### src/srps_pkg.sv
// Shared constants, encodings and field layouts of the system register and pointer stack.
package srps_pkg;

	// Data memory window of the system control block.
	localparam logic [6:0] SRPS_ADDR_PTR_TOP = 7'h74;
	localparam logic [6:0] SRPS_ADDR_PTR_UPPER = 7'h75;
	localparam logic [6:0] SRPS_ADDR_PTR_LOWER = 7'h76;
	localparam logic [6:0] SRPS_ADDR_PTR_BOTTOM = 7'h77;
	localparam logic [6:0] SRPS_ADDR_WINDOW = 7'h78;
	localparam logic [6:0] SRPS_ADDR_BANK = 7'h79;
	localparam logic [6:0] SRPS_ADDR_IDX_HIGH = 7'h7A;
	localparam logic [6:0] SRPS_ADDR_IDX_MID = 7'h7B;
	localparam logic [6:0] SRPS_ADDR_IDX_LOW = 7'h7C;
	localparam logic [6:0] SRPS_ADDR_GBP_HIGH = 7'h7D;
	localparam logic [6:0] SRPS_ADDR_GBP_LOW = 7'h7E;
	localparam logic [6:0] SRPS_ADDR_STATUS = 7'h7F;

	// Writable bits of each nibble; every other bit is a fixed zero.
	localparam logic [3:0] SRPS_MASK_PTR_TOP = 4'h0;
	localparam logic [3:0] SRPS_MASK_PTR_UPPER = 4'h3;
	localparam logic [3:0] SRPS_MASK_FULL = 4'hF;
	localparam logic [3:0] SRPS_MASK_BANK = 4'h0;
	localparam logic [3:0] SRPS_MASK_IDX_HIGH = 4'h8;
	localparam logic [3:0] SRPS_MASK_IDX_MID = 4'h7;
	localparam logic [3:0] SRPS_MASK_GBP_HIGH = 4'h1;

	// Reset values.
	localparam logic [3:0] SRPS_NIBBLE_RESET = 4'h0;
	localparam logic [9:0] SRPS_PTR_RESET = 10'h000;
	localparam logic [2:0] SRPS_LEVEL_RESET = 3'h5;

	// Pointer and stack geometry.
	localparam int SRPS_PTR_BITS = 10;
	localparam int SRPS_STACK_DEPTH = 5;
	localparam logic [2:0] SRPS_LEVEL_MAX = 3'h5;

	// Operations issued by the instruction sequencer.
	typedef enum logic [3:0] {
		SRPS_OP_NONE = 4'h0,
		SRPS_OP_CALL = 4'h1,
		SRPS_OP_CALL_IND = 4'h2,
		SRPS_OP_JUMP_IND = 4'h3,
		SRPS_OP_RET = 4'h4,
		SRPS_OP_TABLE = 4'h5,
		SRPS_OP_PUSH = 4'h6,
		SRPS_OP_POP = 4'h7,
		SRPS_OP_INC = 4'h8,
		SRPS_OP_PUT = 4'h9,
		SRPS_OP_GET = 4'hA,
		SRPS_OP_INTR = 4'hB,
		SRPS_OP_RETI = 4'hC
	} srps_op_e;

	// Phases of the sequencing; the table fetch owns the second one.
	typedef enum logic [1:0] {
		SRPS_PH_IDLE = 2'b00,
		SRPS_PH_FETCH2 = 2'b01
	} srps_phase_e;

endpackage

### src/srps_level_ctr.sv
// Stack level counter with its fault detection.
`timescale 1ns/1ps
module srps_level_ctr
	import srps_pkg::*;
(
	// Clock and reset.
	input wire logic i_core_clk,
	input wire logic i_nrst,
	// Count requests.
	input wire logic i_dec,
	input wire logic i_inc,
	// Counter state.
	output logic [2:0] o_level,
	output logic o_fault
);

	typedef struct packed {
		logic [2:0] level;
		logic fault;
	} srps_ctr_s;

	srps_ctr_s s;
	srps_ctr_s next_s;

	// A level above the stack depth reloads the reset value and flags an internal reset.
	always_comb
	begin
		next_s = s;
		next_s.fault = (s.level > SRPS_LEVEL_MAX);
		if (s.level > SRPS_LEVEL_MAX)
		begin
			next_s.level = SRPS_LEVEL_RESET;
		end
		else if (i_dec)
		begin
			next_s.level = s.level - 3'h1;
		end
		else if (i_inc)
		begin
			next_s.level = s.level + 3'h1;
		end
	end

	// State register.
	always_ff @(posedge i_core_clk or negedge i_nrst)
	begin
		if (!i_nrst)
		begin
			s <= '{level: SRPS_LEVEL_RESET, fault: 1'b0};
		end
		else
		begin
			s <= next_s;
		end
	end

	assign o_level = s.level;
	assign o_fault = s.fault;

endmodule

### src/srps_addr_stack.sv
// Address stack entries with one write port and one asynchronous read port.
`timescale 1ns/1ps
module srps_addr_stack
	import srps_pkg::*;
#(
	parameter int DEPTH = SRPS_STACK_DEPTH,
	parameter int WIDTH = SRPS_PTR_BITS
)
(
	// Clock and reset.
	input wire logic i_core_clk,
	input wire logic i_nrst,
	// Write port.
	input wire logic i_we,
	input wire logic [2:0] i_waddr,
	input wire logic [WIDTH-1:0] i_wdata,
	// Read port.
	input wire logic [2:0] i_raddr,
	output logic [WIDTH-1:0] o_rdata
);

	typedef struct packed {
		logic [DEPTH-1:0][WIDTH-1:0] entry;
	} srps_stk_s;

	srps_stk_s s;
	srps_stk_s next_s;

	// Writes outside the existing entries are dropped.
	always_comb
	begin
		next_s = s;
		for (int i = 0; i < DEPTH; i++)
		begin
			if (i_we && (int'(i_waddr) == i))
			begin
				next_s.entry[i] = i_wdata;
			end
		end
	end

	// State register.
	always_ff @(posedge i_core_clk or negedge i_nrst)
	begin
		if (!i_nrst)
		begin
			s <= '0;
		end
		else
		begin
			s <= next_s;
		end
	end

	// Out-of-range reads return zero.
	assign o_rdata = (int'(i_raddr) < DEPTH) ? s.entry[i_raddr] : '0;

endmodule

### src/srps_system_control_block.sv
// System control block: pointer register, mapped nibbles and address stack sequencing.
`timescale 1ns/1ps
module srps_system_control_block
	import srps_pkg::*;
(
	// Clock and reset.
	input wire logic i_core_clk,
	input wire logic i_nrst,
	// Operation request from the sequencer.
	input wire logic [3:0] i_op,
	input wire logic [9:0] i_pc,
	input wire logic [9:0] i_target,
	// Data memory access.
	input wire logic i_dm_rd,
	input wire logic i_dm_wr,
	input wire logic [6:0] i_dm_addr,
	input wire logic [3:0] i_dm_wdata,
	output logic o_dm_rvalid,
	output logic [3:0] o_dm_rdata,
	// Program counter control.
	output logic o_pc_load,
	output logic [9:0] o_pc_value,
	// Program memory read.
	output logic o_rom_rd,
	output logic [9:0] o_rom_addr,
	input wire logic [15:0] i_rom_data,
	// Word buffer exchange.
	input wire logic [15:0] i_buf_word,
	output logic o_buf_we,
	output logic [15:0] o_buf_word,
	// Status.
	output logic o_busy,
	output logic [2:0] o_stack_level,
	output logic o_fault_reset,
	output logic o_index_enable,
	output logic o_row_ptr_enable
);

	typedef struct packed {
		srps_phase_e phase;
		logic [9:0] ptr;
		logic [3:0] wr;
		logic [3:0] ixh;
		logic [3:0] ixm;
		logic [3:0] index_low_nibble;
		logic [3:0] general_bank_ptr_high;
		logic [3:0] general_bank_ptr_low;
		logic [3:0] status_flags_word;
		logic dm_rvalid;
		logic [3:0] dm_rdata;
		logic pc_load;
		logic [9:0] pc_value;
		logic rom_rd;
		logic [9:0] rom_addr;
		logic buf_we;
		logic [15:0] buf_word;
		logic busy;
		logic fault;
		logic [2:0] level;
	} srps_main_s;

	srps_main_s s;
	srps_main_s next_s;
	srps_main_s reset_s;

	logic lvl_dec;
	logic lvl_inc;
	logic [2:0] lvl;
	logic lvl_fault;
	logic stk_we;
	logic [2:0] stk_waddr;
	logic [9:0] stk_wdata;
	logic [9:0] stk_rdata;
	logic dm_hit;
	logic [3:0] dm_view;
	srps_op_e op;

	////////////////////////////////////////////////////////////////////////////////
	// Submodules.

	// Stack level counter.
	srps_level_ctr u_level
	(
		.i_core_clk(i_core_clk),
		.i_nrst(i_nrst),
		.i_dec(lvl_dec),
		.i_inc(lvl_inc),
		.o_level(lvl),
		.o_fault(lvl_fault)
	);

	// Address stack storage.
	srps_addr_stack #(
		.DEPTH(SRPS_STACK_DEPTH),
		.WIDTH(SRPS_PTR_BITS)
	) u_stack
	(
		.i_core_clk(i_core_clk),
		.i_nrst(i_nrst),
		.i_we(stk_we),
		.i_waddr(stk_waddr),
		.i_wdata(stk_wdata),
		.i_raddr(lvl),
		.o_rdata(stk_rdata)
	);

	////////////////////////////////////////////////////////////////////////////////
	// Data memory view.

	// The block claims the top twelve nibbles of data memory.
	assign dm_hit = (i_dm_addr >= SRPS_ADDR_PTR_TOP);
	assign op = srps_op_e'(i_op);
	// A pushed entry lands at the level after the decrement.
	assign stk_waddr = lvl - 3'h1;

	// Nibble as seen by a read; fixed-zero bits are forced low here.
	always_comb
	begin
		case (i_dm_addr)
			SRPS_ADDR_PTR_TOP: dm_view = SRPS_NIBBLE_RESET;
			SRPS_ADDR_PTR_UPPER: dm_view = {2'h0, s.ptr[9:8]};
			SRPS_ADDR_PTR_LOWER: dm_view = s.ptr[7:4];
			SRPS_ADDR_PTR_BOTTOM: dm_view = s.ptr[3:0];
			SRPS_ADDR_WINDOW: dm_view = s.wr;
			SRPS_ADDR_BANK: dm_view = SRPS_NIBBLE_RESET & SRPS_MASK_BANK;
			SRPS_ADDR_IDX_HIGH: dm_view = s.ixh & SRPS_MASK_IDX_HIGH;
			SRPS_ADDR_IDX_MID: dm_view = s.ixm & SRPS_MASK_IDX_MID;
			SRPS_ADDR_IDX_LOW: dm_view = s.index_low_nibble;
			SRPS_ADDR_GBP_HIGH: dm_view = s.general_bank_ptr_high & SRPS_MASK_GBP_HIGH;
			SRPS_ADDR_GBP_LOW: dm_view = s.general_bank_ptr_low;
			SRPS_ADDR_STATUS: dm_view = s.status_flags_word;
			default: dm_view = SRPS_NIBBLE_RESET;
		endcase
	end

	////////////////////////////////////////////////////////////////////////////////
	// Reset image of the internal fault reset; the pin reset loads the same values itself.

	always_comb
	begin
		reset_s = '0;
		reset_s.phase = SRPS_PH_IDLE;
		reset_s.ptr = SRPS_PTR_RESET;
		reset_s.level = SRPS_LEVEL_RESET;
	end

	////////////////////////////////////////////////////////////////////////////////
	// Next state: data memory access first, then the sequencer operation.

	always_comb
	begin
		next_s = s;
		next_s.pc_load = 1'b0;
		next_s.rom_rd = 1'b0;
		next_s.buf_we = 1'b0;
		next_s.dm_rvalid = 1'b0;
		next_s.fault = lvl_fault;
		next_s.level = lvl;
		lvl_dec = 1'b0;
		lvl_inc = 1'b0;
		stk_we = 1'b0;
		stk_wdata = i_pc;

		// Reads capture the current view, so earlier pointer updates are visible.
		if (i_dm_rd && dm_hit)
		begin
			next_s.dm_rvalid = 1'b1;
			next_s.dm_rdata = dm_view;
		end

		// Masked nibble writes; fixed-zero bits keep their zero.
		if (i_dm_wr && dm_hit)
		begin
			case (i_dm_addr)
				SRPS_ADDR_PTR_UPPER: next_s.ptr[9:8] = i_dm_wdata[1:0];
				SRPS_ADDR_PTR_LOWER: next_s.ptr[7:4] = i_dm_wdata;
				SRPS_ADDR_PTR_BOTTOM: next_s.ptr[3:0] = i_dm_wdata;
				SRPS_ADDR_WINDOW: next_s.wr = i_dm_wdata;
				SRPS_ADDR_IDX_HIGH: next_s.ixh = i_dm_wdata & SRPS_MASK_IDX_HIGH;
				SRPS_ADDR_IDX_MID: next_s.ixm = i_dm_wdata & SRPS_MASK_IDX_MID;
				SRPS_ADDR_IDX_LOW: next_s.index_low_nibble = i_dm_wdata & SRPS_MASK_FULL;
				SRPS_ADDR_GBP_HIGH: next_s.general_bank_ptr_high = i_dm_wdata & SRPS_MASK_GBP_HIGH;
				SRPS_ADDR_GBP_LOW: next_s.general_bank_ptr_low = i_dm_wdata;
				SRPS_ADDR_STATUS: next_s.status_flags_word = i_dm_wdata;
				default: next_s.wr = next_s.wr; // Top nibble and bank ignore writes.
			endcase
		end

		case (s.phase)
			SRPS_PH_IDLE:
			begin
				case (op)
					// Direct call or interrupt: stack the return address, jump.
					SRPS_OP_CALL, SRPS_OP_INTR:
					begin
						lvl_dec = 1'b1;
						stk_we = 1'b1;
						next_s.pc_load = 1'b1;
						next_s.pc_value = i_target;
					end
					// Indirect call through the pointer.
					SRPS_OP_CALL_IND:
					begin
						lvl_dec = 1'b1;
						stk_we = 1'b1;
						next_s.pc_load = 1'b1;
						next_s.pc_value = s.ptr;
					end
					// Indirect jump through the pointer.
					SRPS_OP_JUMP_IND:
					begin
						next_s.pc_load = 1'b1;
						next_s.pc_value = s.ptr;
					end
					// Returns restore the program counter, then count up.
					SRPS_OP_RET, SRPS_OP_RETI:
					begin
						next_s.pc_load = 1'b1;
						next_s.pc_value = stk_rdata;
						lvl_inc = 1'b1;
					end
					// First table cycle: stack the counter, jump to the pointer, read ROM.
					SRPS_OP_TABLE:
					begin
						lvl_dec = 1'b1;
						stk_we = 1'b1;
						next_s.pc_load = 1'b1;
						next_s.pc_value = s.ptr;
						next_s.rom_rd = 1'b1;
						next_s.rom_addr = s.ptr;
						next_s.busy = 1'b1;
						next_s.phase = SRPS_PH_FETCH2;
					end
					// Save the pointer at the decremented level.
					SRPS_OP_PUSH:
					begin
						lvl_dec = 1'b1;
						stk_we = 1'b1;
						stk_wdata = s.ptr;
					end
					// Restore the pointer from the current level, then count up.
					SRPS_OP_POP:
					begin
						next_s.ptr = stk_rdata;
						lvl_inc = 1'b1;
					end
					// Increment the whole pointer within its ten bits.
					SRPS_OP_INC:
					begin
						next_s.ptr = s.ptr + 10'h001;
					end
					// Pointer to buffer with the fixed upper bits as zero.
					SRPS_OP_PUT:
					begin
						next_s.buf_we = 1'b1;
						next_s.buf_word = {6'h00, s.ptr};
					end
					// Buffer to pointer; the fixed upper bits drop away.
					SRPS_OP_GET:
					begin
						next_s.ptr = i_buf_word[9:0];
					end
					default:
					begin
						next_s.phase = SRPS_PH_IDLE;
					end
				endcase
			end
			// Second table cycle: buffer the word, return, count up.
			SRPS_PH_FETCH2:
			begin
				next_s.buf_we = 1'b1;
				next_s.buf_word = i_rom_data;
				next_s.pc_load = 1'b1;
				next_s.pc_value = stk_rdata;
				lvl_inc = 1'b1;
				next_s.busy = 1'b0;
				next_s.phase = SRPS_PH_IDLE;
			end
			default:
			begin
				next_s.phase = SRPS_PH_IDLE;
				next_s.busy = 1'b0;
			end
		endcase

		// An internal reset returns the block to its reset image, except that the window nibble keeps its value.
		if (lvl_fault)
		begin
			next_s = reset_s;
			next_s.fault = 1'b1;
			next_s.level = SRPS_LEVEL_RESET;
			next_s.wr = s.wr;
			lvl_dec = 1'b0;
			lvl_inc = 1'b0;
			stk_we = 1'b0;
		end
	end

	////////////////////////////////////////////////////////////////////////////////
	// State register.

	always_ff @(posedge i_core_clk or negedge i_nrst)
	begin
		if (!i_nrst)
		begin
			s <= '{phase: SRPS_PH_IDLE, level: SRPS_LEVEL_RESET, default: '0};
		end
		else
		begin
			s <= next_s;
		end
	end

	////////////////////////////////////////////////////////////////////////////////
	// Outputs, all from the state register.

	assign o_dm_rvalid = s.dm_rvalid;
	assign o_dm_rdata = s.dm_rdata;
	assign o_pc_load = s.pc_load;
	assign o_pc_value = s.pc_value;
	assign o_rom_rd = s.rom_rd;
	assign o_rom_addr = s.rom_addr;
	assign o_buf_we = s.buf_we;
	assign o_buf_word = s.buf_word;
	assign o_busy = s.busy;
	assign o_stack_level = s.level;
	assign o_fault_reset = s.fault;
	assign o_index_enable = s.status_flags_word[0];
	assign o_row_ptr_enable = s.ixh[3];

endmodule

### config.mk
export PLATFORM = sky130hd
export DESIGN_NAME = srps_system_control_block
export DESIGN_NICKNAME = d
export VERILOG_FILES = /design/src/srps_pkg.sv /design/src/srps_level_ctr.sv /design/src/srps_addr_stack.sv /design/src/srps_system_control_block.sv
export SDC_FILE = /design/constraint.sdc
export NUM_CORES = 1
export LEC_CHECK = 0
export BUFFER_PORTS_ARGS = -buffer_cell sky130_fd_sc_hd__clkbuf_2
export CORE_MARGIN = 2
export CORE_UTILIZATION = 32
export DETAILED_ROUTE_END_ITERATION = 12
export HOLD_SLACK_MARGIN = 0.12
export PLACE_DENSITY = 0.62
export SYNTH_ARGS = -nofsm -noshare
export SYNTH_HDL_FRONTEND = slang
export SYNTH_HIERARCHICAL = 1
export SYNTH_SLANG_ARGS = --single-unit
### constraint.sdc
create_clock -name i_core_clk -period 6.1 [get_ports i_core_clk]
set_clock_uncertainty 0.15 [all_clocks]
set_input_delay 0.61 -clock i_core_clk [delete_from_list [all_inputs] [get_ports i_core_clk]]
set_output_delay 0.61 -clock i_core_clk [all_outputs]
set_load 0.01 [all_outputs]
==> results.txt, run 1 <==
- The run finished with clean final reports.
- Aggregate global-route resource usage: 17.24%
- Maximum net fanout on the critical path: 28
* Vias per cell: 5.203
* Post-route DRC: 0
- Max IR drop VDD: 0.1816 mV
- The biggest area contributor in the post-synthesis netlist is sky130_fd_sc_hd__dfrtp_1.
- Logic gate share of total power: 32.0%
- In the post-route analysis, the smallest setup slack over all paths is 2.791 ns.
* Die Y: 157.7 um
- In this run switching power makes up 36.70% of total power.
- Internal power summed over all cells: 0.002330 W
- First-pass GRT wire length: 32080 um
- The critical path starts at s[87]$_DFFE_PN0P_.
- Once placement finished, the instance area stood at 8043 um2.
- Summed over all nets, the switching power comes to 0.001350 W.
- Fraction of registers with async set or reset after synthesis: 100.0%
- Number of antenna violations at the first check in global routing: 0
* Maximum number of pins on one net before global-route repair: 74
* Resized cells post-CTS: 0
* Ports placed on the boundary: 122
- Endpoint of the worst-slack reg-to-reg timing path: u_stack/s[32]$_DFFE_PN0P_
- Num rows: 56
* Actual transition at the worst max-transition pin: 0.9631 ns
* Unrepaired setup endpoints after global routing: false
- Buffer type at the clock tree root: sky130_fd_sc_hd__clkbuf_16
- Setup violations remaining at the end of the flow were counted as 0.
* Sequential group share of total power: 40.7%
- The number of global-route vias before repair was 5398.
- Synthesis produced a netlist whose cell count is 682.
* Global placement routability congestion: 0.7991
* DR iter-0 viols: 350
* Final net count: 806
- The number of failing hold endpoints at the final stage came to 0.
- Summed over its instances, the top area cell type makes up 43.36% of the synthesized netlist area.
- Worst skew pair latency: 0.43 ns
* Number of synthesized flops with an enable pin: 0
- Endpoint arrival time on the critical path: 3.47 ns
- Fraction of final layout cells with drive strength greater than 1: 36.24%
- Routed WL per cell: 19.43 um
- The routed design has 20680 um of wire.
- Detailed placement finished with a half-perimeter wire length of 13930 um.
- DIE WIDTH: 157.7 um
* Worst min-delay path class: in2reg
- Before CTS, the worst setup slack after placement is 2.866 ns.
- Total of warnings raised by yosys: 6
* Number of buffer cells added on primary ports: 115
- Measured on the finished design, the core utilization comes to 36.94%.
- Total congestion overflow: 0
- Number of iterations in the first detailed-routing pass: 8
- Post-CTS clock slew at the launch and capture registers of the worst setup and hold paths: 0.06 ns
- The clock drives 135 sinks.
- After synthesis the netlist holds a flip-flop and latch count of 135.
- Sequential share of the synthesized area: 44.75%
* Critical Path End: u_stack/s[32]$_DFFE_PN0P_
- Summing internal, switching and leakage power gives 0.003680 W.
- The clock period could shrink to 3.309 ns.
- The detailed router placed 5536 vias in this run.
- Number of buffers created by CTS: 17
* Worst reg-to-reg path cell count: 5
- Clock tree from TritonCTS: done
- Timing would allow up to 302.2 MHz.
* Data required time of the critical path: 6.26 ns
- The number of different library cells used by synthesis comes to 69.
- Summed over all failing endpoints, the final setup total negative slack is 0 ns.
* Maximum capacitance violations: 0
* Top cells by area in the synthesized netlist: sky130_fd_sc_hd__dfrtp_1 (43%), sky130_fd_sc_hd__mux2_2 (13%), sky130_fd_sc_hd__mux2i_1 (7.3%)
* Most used flip-flop cell after synthesis: sky130_fd_sc_hd__dfrtp_1
* Antenna fix cells: 0
- Beginning of the worst register-to-register path: s[87]$_DFFE_PN0P_
* Die area: 24870 um2
- A synthesized cell averages 11.09 um2.
- Post-CTS timing repair inserted 0 buffers for setup.
- Leakage Power: 3.988 nW
- Kind of capture point of the worst setup path: register
- The final critical path takes up 54.25% of the cycle.
* Post-Synthesis Net Count: 756
- After synthesis the cells add up to 7561 um2.
* Post-DRT Antenna Nets: 0
- Setup slack on the worst reg-to-reg path comes out at 2.79 ns.
- Power density relative to cell area: 426.9 nW/um2
* Relative slew margins: 35.79%
- Post-synthesis to final-layout area growth: 14.00%
- Floorplan Core Area: 23330 um2
* Max Transition Viols Final: 0
- Design Area, Final: 8620 um2
- In this run the number of H-tree levels came out at 4.
* Initial Util: 32.41%
- The clock passes through at most 2 buffers.
- The worst setup path is of the reg2reg kind.
- The share of total power dissipated in the clock network is 27.3%.
- Category of the worst setup path launch point: register
-- cells in the mapped netlist, drive strengths merged, types with 4 or more instances --
| cell type | count |
|---|---|
| a22o | 21 |
| dfrtp | 131 |
| a221oi | 10 |
| buf | 69 |
| mux2 | 91 |
| a211oi | 6 |
| nor2b | 6 |
| nand4 | 11 |
| mux2i | 55 |
| clkbuf | 24 |
| inv | 24 |
| nand2 | 37 |
| nor4 | 9 |
| a21oi | 28 |
| nor3b | 10 |
| a221o | 10 |
| nor3 | 7 |
| dfstp | 4 |
| o21ai | 10 |
| nor2 | 42 |
| a222oi | 10 |
| nand3 | 8 |
-- worst min path at each step --
stage                         startpoint                   endpoint  slack (ns)  cells after the start
2_1_floorplan                     i_nrst         o_buf_we$_DFF_PN0_        0.16                      0
3_3_place_gp           s[75]$_DFFE_PN0P_          s[75]$_DFFE_PN0P_        0.33                      1
3_5_place_dp   o_rom_addr[2]$_DFFE_PN0P_  o_rom_addr[2]$_DFFE_PN0P_        0.33                      1
4_1_cts                    i_rom_data[8]  o_buf_word[8]$_DFFE_PN0P_        0.24                      3
5_1_grt                    i_rom_data[1]  o_buf_word[1]$_DFFE_PN0P_        0.26                      3
6_report                   i_rom_data[8]  o_buf_word[8]$_DFFE_PN0P_        0.26                      3
-- layout make-up --
| class | count | area (um2) |
|---|---|---|
| timing repair buffer | 124 | 651.9 |
| sequential | 135 | 3385 |
| clock buffer | 17 | 425.4 |
| multi-input combinational | 430 | 3527 |
| tap | 319 | 399.1 |
| fill | 2351 | 14710 |
| inverter | 24 | 90.09 |
| clock inverter | 15 | 141.4 |
-- sequential cells by signal (all words and copies together), names as in the netlist --
signal,cells
o_rom_addr,10
o_dm_rvalid,1
o_busy,1
o_index_enable,1
u_stack/s,50
o_row_ptr_enable,1
o_pc_value,10
o_buf_word,16
u_level/o_fault,1
o_fault_reset,1
o_rom_rd,1
o_buf_we,1
u_level/o_level,3
o_pc_load,1
s,30
o_dm_rdata,4
o_stack_level,3
-- worst max-delay path, cell delays in order (launching register included) --
cell                       delay (ns)
sky130_fd_sc_hd__dfrtp_1         0.73
sky130_fd_sc_hd__or2_0           0.60
sky130_fd_sc_hd__a211oi_1        0.28
sky130_fd_sc_hd__buf_4           0.21
sky130_fd_sc_hd__nand4b_1        0.67
sky130_fd_sc_hd__mux2_2          0.54
-- metal layers --
metal	global-route usage (%)	share of wire, %	up-vias
met5	0	0	-
li1	-	-	2559
met4	4.329	0.86	0
met1	24.00	47	2764
met3	3.942	5.8	14
met2	27.06	47	199
-- layout by cell type, fill, tap and decap left out, types with 4 or more instances in the layout --
cell type,Yosys,layout
sky130_fd_sc_hd__o21ai_0,9,9
sky130_fd_sc_hd__mux2i_1,55,55
sky130_fd_sc_hd__clkbuf_16,0,17
sky130_fd_sc_hd__dfstp_2,4,4
sky130_fd_sc_hd__nor2b_1,6,6
sky130_fd_sc_hd__a22o_1,21,21
sky130_fd_sc_hd__a221oi_1,10,10
sky130_fd_sc_hd__nand2_1,37,37
sky130_fd_sc_hd__a222oi_1,10,10
sky130_fd_sc_hd__nor3b_1,8,8
sky130_fd_sc_hd__nand4_1,11,11
sky130_fd_sc_hd__a21oi_1,27,27
sky130_fd_sc_hd__nand3_1,8,8
sky130_fd_sc_hd__mux2_2,88,88
sky130_fd_sc_hd__dfrtp_1,131,130
sky130_fd_sc_hd__a211oi_1,5,5
sky130_fd_sc_hd__inv_1,22,22
sky130_fd_sc_hd__clkbuf_2,0,114
sky130_fd_sc_hd__nor3_1,6,6
sky130_fd_sc_hd__a221o_1,10,10
sky130_fd_sc_hd__inv_6,0,6
sky130_fd_sc_hd__nor4_1,5,4
sky130_fd_sc_hd__buf_4,48,8
sky130_fd_sc_hd__nor2_1,42,42
-- kinds of logic after synthesis --
family	synth area share (%)
AOI/OAI and AO/OA	12.25
xor gates and xnor gates	0.6951
adders and majority gates	0.5957
buffers and inverters	8.771
DFF	44.75
muxes	20.83
and+or+nand+nor	12.11
-- stage by stage --
stage / cells / hold slack (ns)
floorplan: 682 / 0.1644
global placement: 1031 / 0.3319
detailed placement: 1031 / 0.3306
CTS: 1064 / 0.2434
global route: 1064 / 0.2622
finish: 1064 / 0.2558
-- repair_timing --
item,4_1_cts,5_1_grt
endpoints found under the setup margin,0,0
endpoints found under the hold margin,58,0
hold buffers,1,0
-- power groups by stage --
stage	logic (W)	clock network [W]	registers (W)
6_report	0.00118	0.00100	0.00150
5_1_grt	0.00129	0.00107	0.00154
4_1_cts	0.00118	0.00102	0.00150
3_5_place_dp	0.00118	0	0.00151
3_3_place_gp	0.00115	0	0.00150
2_1_floorplan	0.00104	0	0.00132
No activity file was read; power rests on OpenSTA's default activity.
==> run 2, diff against run 1 <==
==> constraint.sdc (replaced) <==
create_clock -name i_core_clk -period 3.39 [get_ports i_core_clk]
set_clock_uncertainty 0.15 [all_clocks]
set_input_delay 0.339 -clock i_core_clk [delete_from_list [all_inputs] [get_ports i_core_clk]]
set_output_delay 0.339 -clock i_core_clk [all_outputs]
set_load 0.01 [all_outputs]
==> results.txt, run 2 (synthesized netlist as in run 1, its figures left out) <==
- Status: finished clean
- The tightest min-delay check is of the in2reg type.
- Ports placed on the boundary: 122
- For this block, the initial DRC count from the detailed router was 358.
* Initial Util: 32.41%
* Antenna fix cells: 0
- The first global-routing pass estimated 32170 um of wire.
* Critical path buffer and inverter count: 2
- The critical path goes through inv_1 -> ha_1 -> xor2_1 -> nand2_1 -> nor3_4 -> buf_4 -> mux2_2.
* Post-DRT Antenna Nets: 0
* Via count of the first global-routing pass: 5505
- Worst skew pair latency: 0.42 ns
- Logic gate share of total power: 33.4%
- DIE WIDTH: 157.7 um
- Biggest register: u_stack/s
* Number of iterations in the first detailed-routing pass: 5
* Final setup viols: 0
- Actual transition at the worst max-transition pin: 0.8992 ns
- Counting tap cells, the placed design contains a total of 1042 instances.
- For this run, the total global-route usage over all layers was measured as 17.28%.
- Most frequent cells in the layout: sky130_fd_sc_hd__dfrtp_1 (130), sky130_fd_sc_hd__clkbuf_2 (114), sky130_fd_sc_hd__mux2_2 (88)
* Floorplan Core Area: 23330 um2
- Counting I/O delays and the setup requirement, the final critical path takes 2.669 ns.
* Post-synthesis to final-layout area growth: 18.22%
- On the critical path the largest part of the delay comes from flip-flops.
- Max IR drop VDD: 0.3268 mV
* Worst min-delay path startpoint: i_dm_rd
* Longest Clk Path Bufs: 2
- Worst setup path class: reg2reg
* Final net count: 840
- The register with the most flip-flops in the layout has 50 of them.
- Unrepaired setup endpoints after global routing: false
- In this run the clock root is driven by a sky130_fd_sc_hd__clkbuf_16.
- Entering global routing, the biggest net connects 80 pins.
- The final route contains 5679 vias.
- Switching portion of total power: 36.32%
- Clock network fraction of design power: 27.0%
- Sink Count: 135
* Leakage Power: 4.140 nW
- Sequential group share of total power: 39.6%
- Maximum net fanout on the critical path: 10
- Max-cap violations in this run came to 0.
* Total Neg Setup Slack: 0 ns
- Total congestion overflow: 0
- Die area: 24870 um2
* Number of buffer cells added on primary ports: 115
* Number of buffers created by CTS: 17
* Clock tree from TritonCTS: done
- The largest individual stage delay along the critical path comes from the cell sky130_fd_sc_hd__dfstp_2.
- On the worst path, the slowest cell contributes a delay of 0.70 ns.
- In the routed design, unresolved DRC markers number 0.
- Fraction of final layout cells with drive strength greater than 1: 35.94%
- The routed design has 21340 um of wire.
* Beginning of the worst register-to-register path: u_level/o_level[0]$_DFFE_PN1P_
- STA classifies the critical path startpoint as a register.
* Resized cells post-CTS: 0
* Share of the clock period used by the worst path after layout: 78.72%
- H-tree Lvls: 4
- Vias per cell: 5.172
- After detailed routing, the average wire length per cell comes to 19.44 um.
- In the final layout, the multi-input gates occupy 3527 um2.
- Number of filler cells placed in the layout: 2344
- Most common cell after layout, fill and taps aside: sky130_fd_sc_hd__dfrtp_1
* Kind of capture point of the worst setup path: register
- Data arrives at the worst endpoint at 2.82 ns.
- Registers take 3385 um2.
* Max Transition Viols Final: 0
- Post-CTS clock slew at the launch and capture registers of the worst setup and hold paths: 0.06 ns
* Count of endpoints failing hold in the final timing report: 0
- The number of antenna violations at the first check in global routing came to 0.
* Global placement routability congestion: 0.8133
- Overall power consumption after layout is estimated at 0.006714 W.
- Based on the critical path, the design can be clocked at up to 374.7 MHz.
- Data required time of the critical path: 3.54 ns
* Critical Path Start: u_level/o_level[0]$_DFFE_PN1P_
- Die Y: 157.7 um
* Num rows: 56
* Internal power summed over all cells: 0.004276 W
- For this run, the number of standard cells in the final layout without fillers is 1098.
- In this run the power spent charging and discharging nets is 0.002439 W.
* Total half-perimeter wirelength after legalization and detailed placement: 14280 um
- The worst register-to-register path has a setup slack of 0.72 ns.
- Power density relative to cell area: 751.2 nW/um2
- Measured against its own limit, the worst slew margin works out to 39.83%.
run 2: changes by cell type in the layout (fill, tap and decap cells not counted), sizes merged:
cell	delta
dlygate4sd3	+23
buf	+11
clkbuf	+3
inv	-2
clkinv	-1
run 2: path summary, 6_finish.rpt:
check | end | depth (start not counted)
worst max-delay path | u_stack/s[42]$_DFFE_PN0P_ | 7
worst min-delay path | o_dm_rvalid$_DFF_PN0_ | 3
worst max register to register | u_stack/s[42]$_DFFE_PN0P_ | 7
worst min register to register | o_dm_rdata[2]$_DFFE_PN0P_ | 1
max in group asynchronous | s[65]$_DFFE_PN0P_ | 3
min in group asynchronous | u_stack/s[20]$_DFFE_PN0P_ | 2
run 2: stage by stage:
step	setup WS [ns]	utilization, %	hold slack [ns]	cell area, um2
finish	0.7214	38.31	0.1666	8939
detailed placement	0.7492	34.82	0.3018	8125
global route	0.6052	38.31	0.1558	8939
floorplan	0.4933	-	-0.1066	7561
CTS	0.7383	38.31	0.1525	8939
global placement	0.7621	34.82	0.3111	8125
run 2: final cells by class:
cell class	count	share of cell area, %
Clock buffer	20	5.109
Clock inverter	12	1.302
Inverter	24	1.008
Multi-Input combinational cell	430	39.46
Sequential cell	135	37.86
Tap cell	319	4.465
Timing Repair Buffer	158	10.79
run 2: per-layer routing:
layer  routed length [um]  global-route usage [%]
met1                 9635                   23.08
met2                10110                   28.10
met3                 1232                   3.778
met4                  369                   5.065
met5                    0                       0
run 2: tightest hold or removal path, cell delays in order:
cell and delay [ns]:
sky130_fd_sc_hd__clkbuf_2 0.08, sky130_fd_sc_hd__o21ai_0 0.20, sky130_fd_sc_hd__nor3_1 0.07
run 2: timing repair:
item	in CTS	in global routing
setup buffers	0	0
hold buffers	24	0
hold endpoints to repair	95	0
run 2: power by group through the flow:
stage,combinational (W),sequential [W],clock (W)
floorplan,0.00186,0.00238,0
global placement,0.00216,0.00266,0
detailed placement,0.00221,0.00268,0
CTS,0.00224,0.00266,0.00184
global route,0.00241,0.00273,0.00192
finish,0.00224,0.00266,0.00181
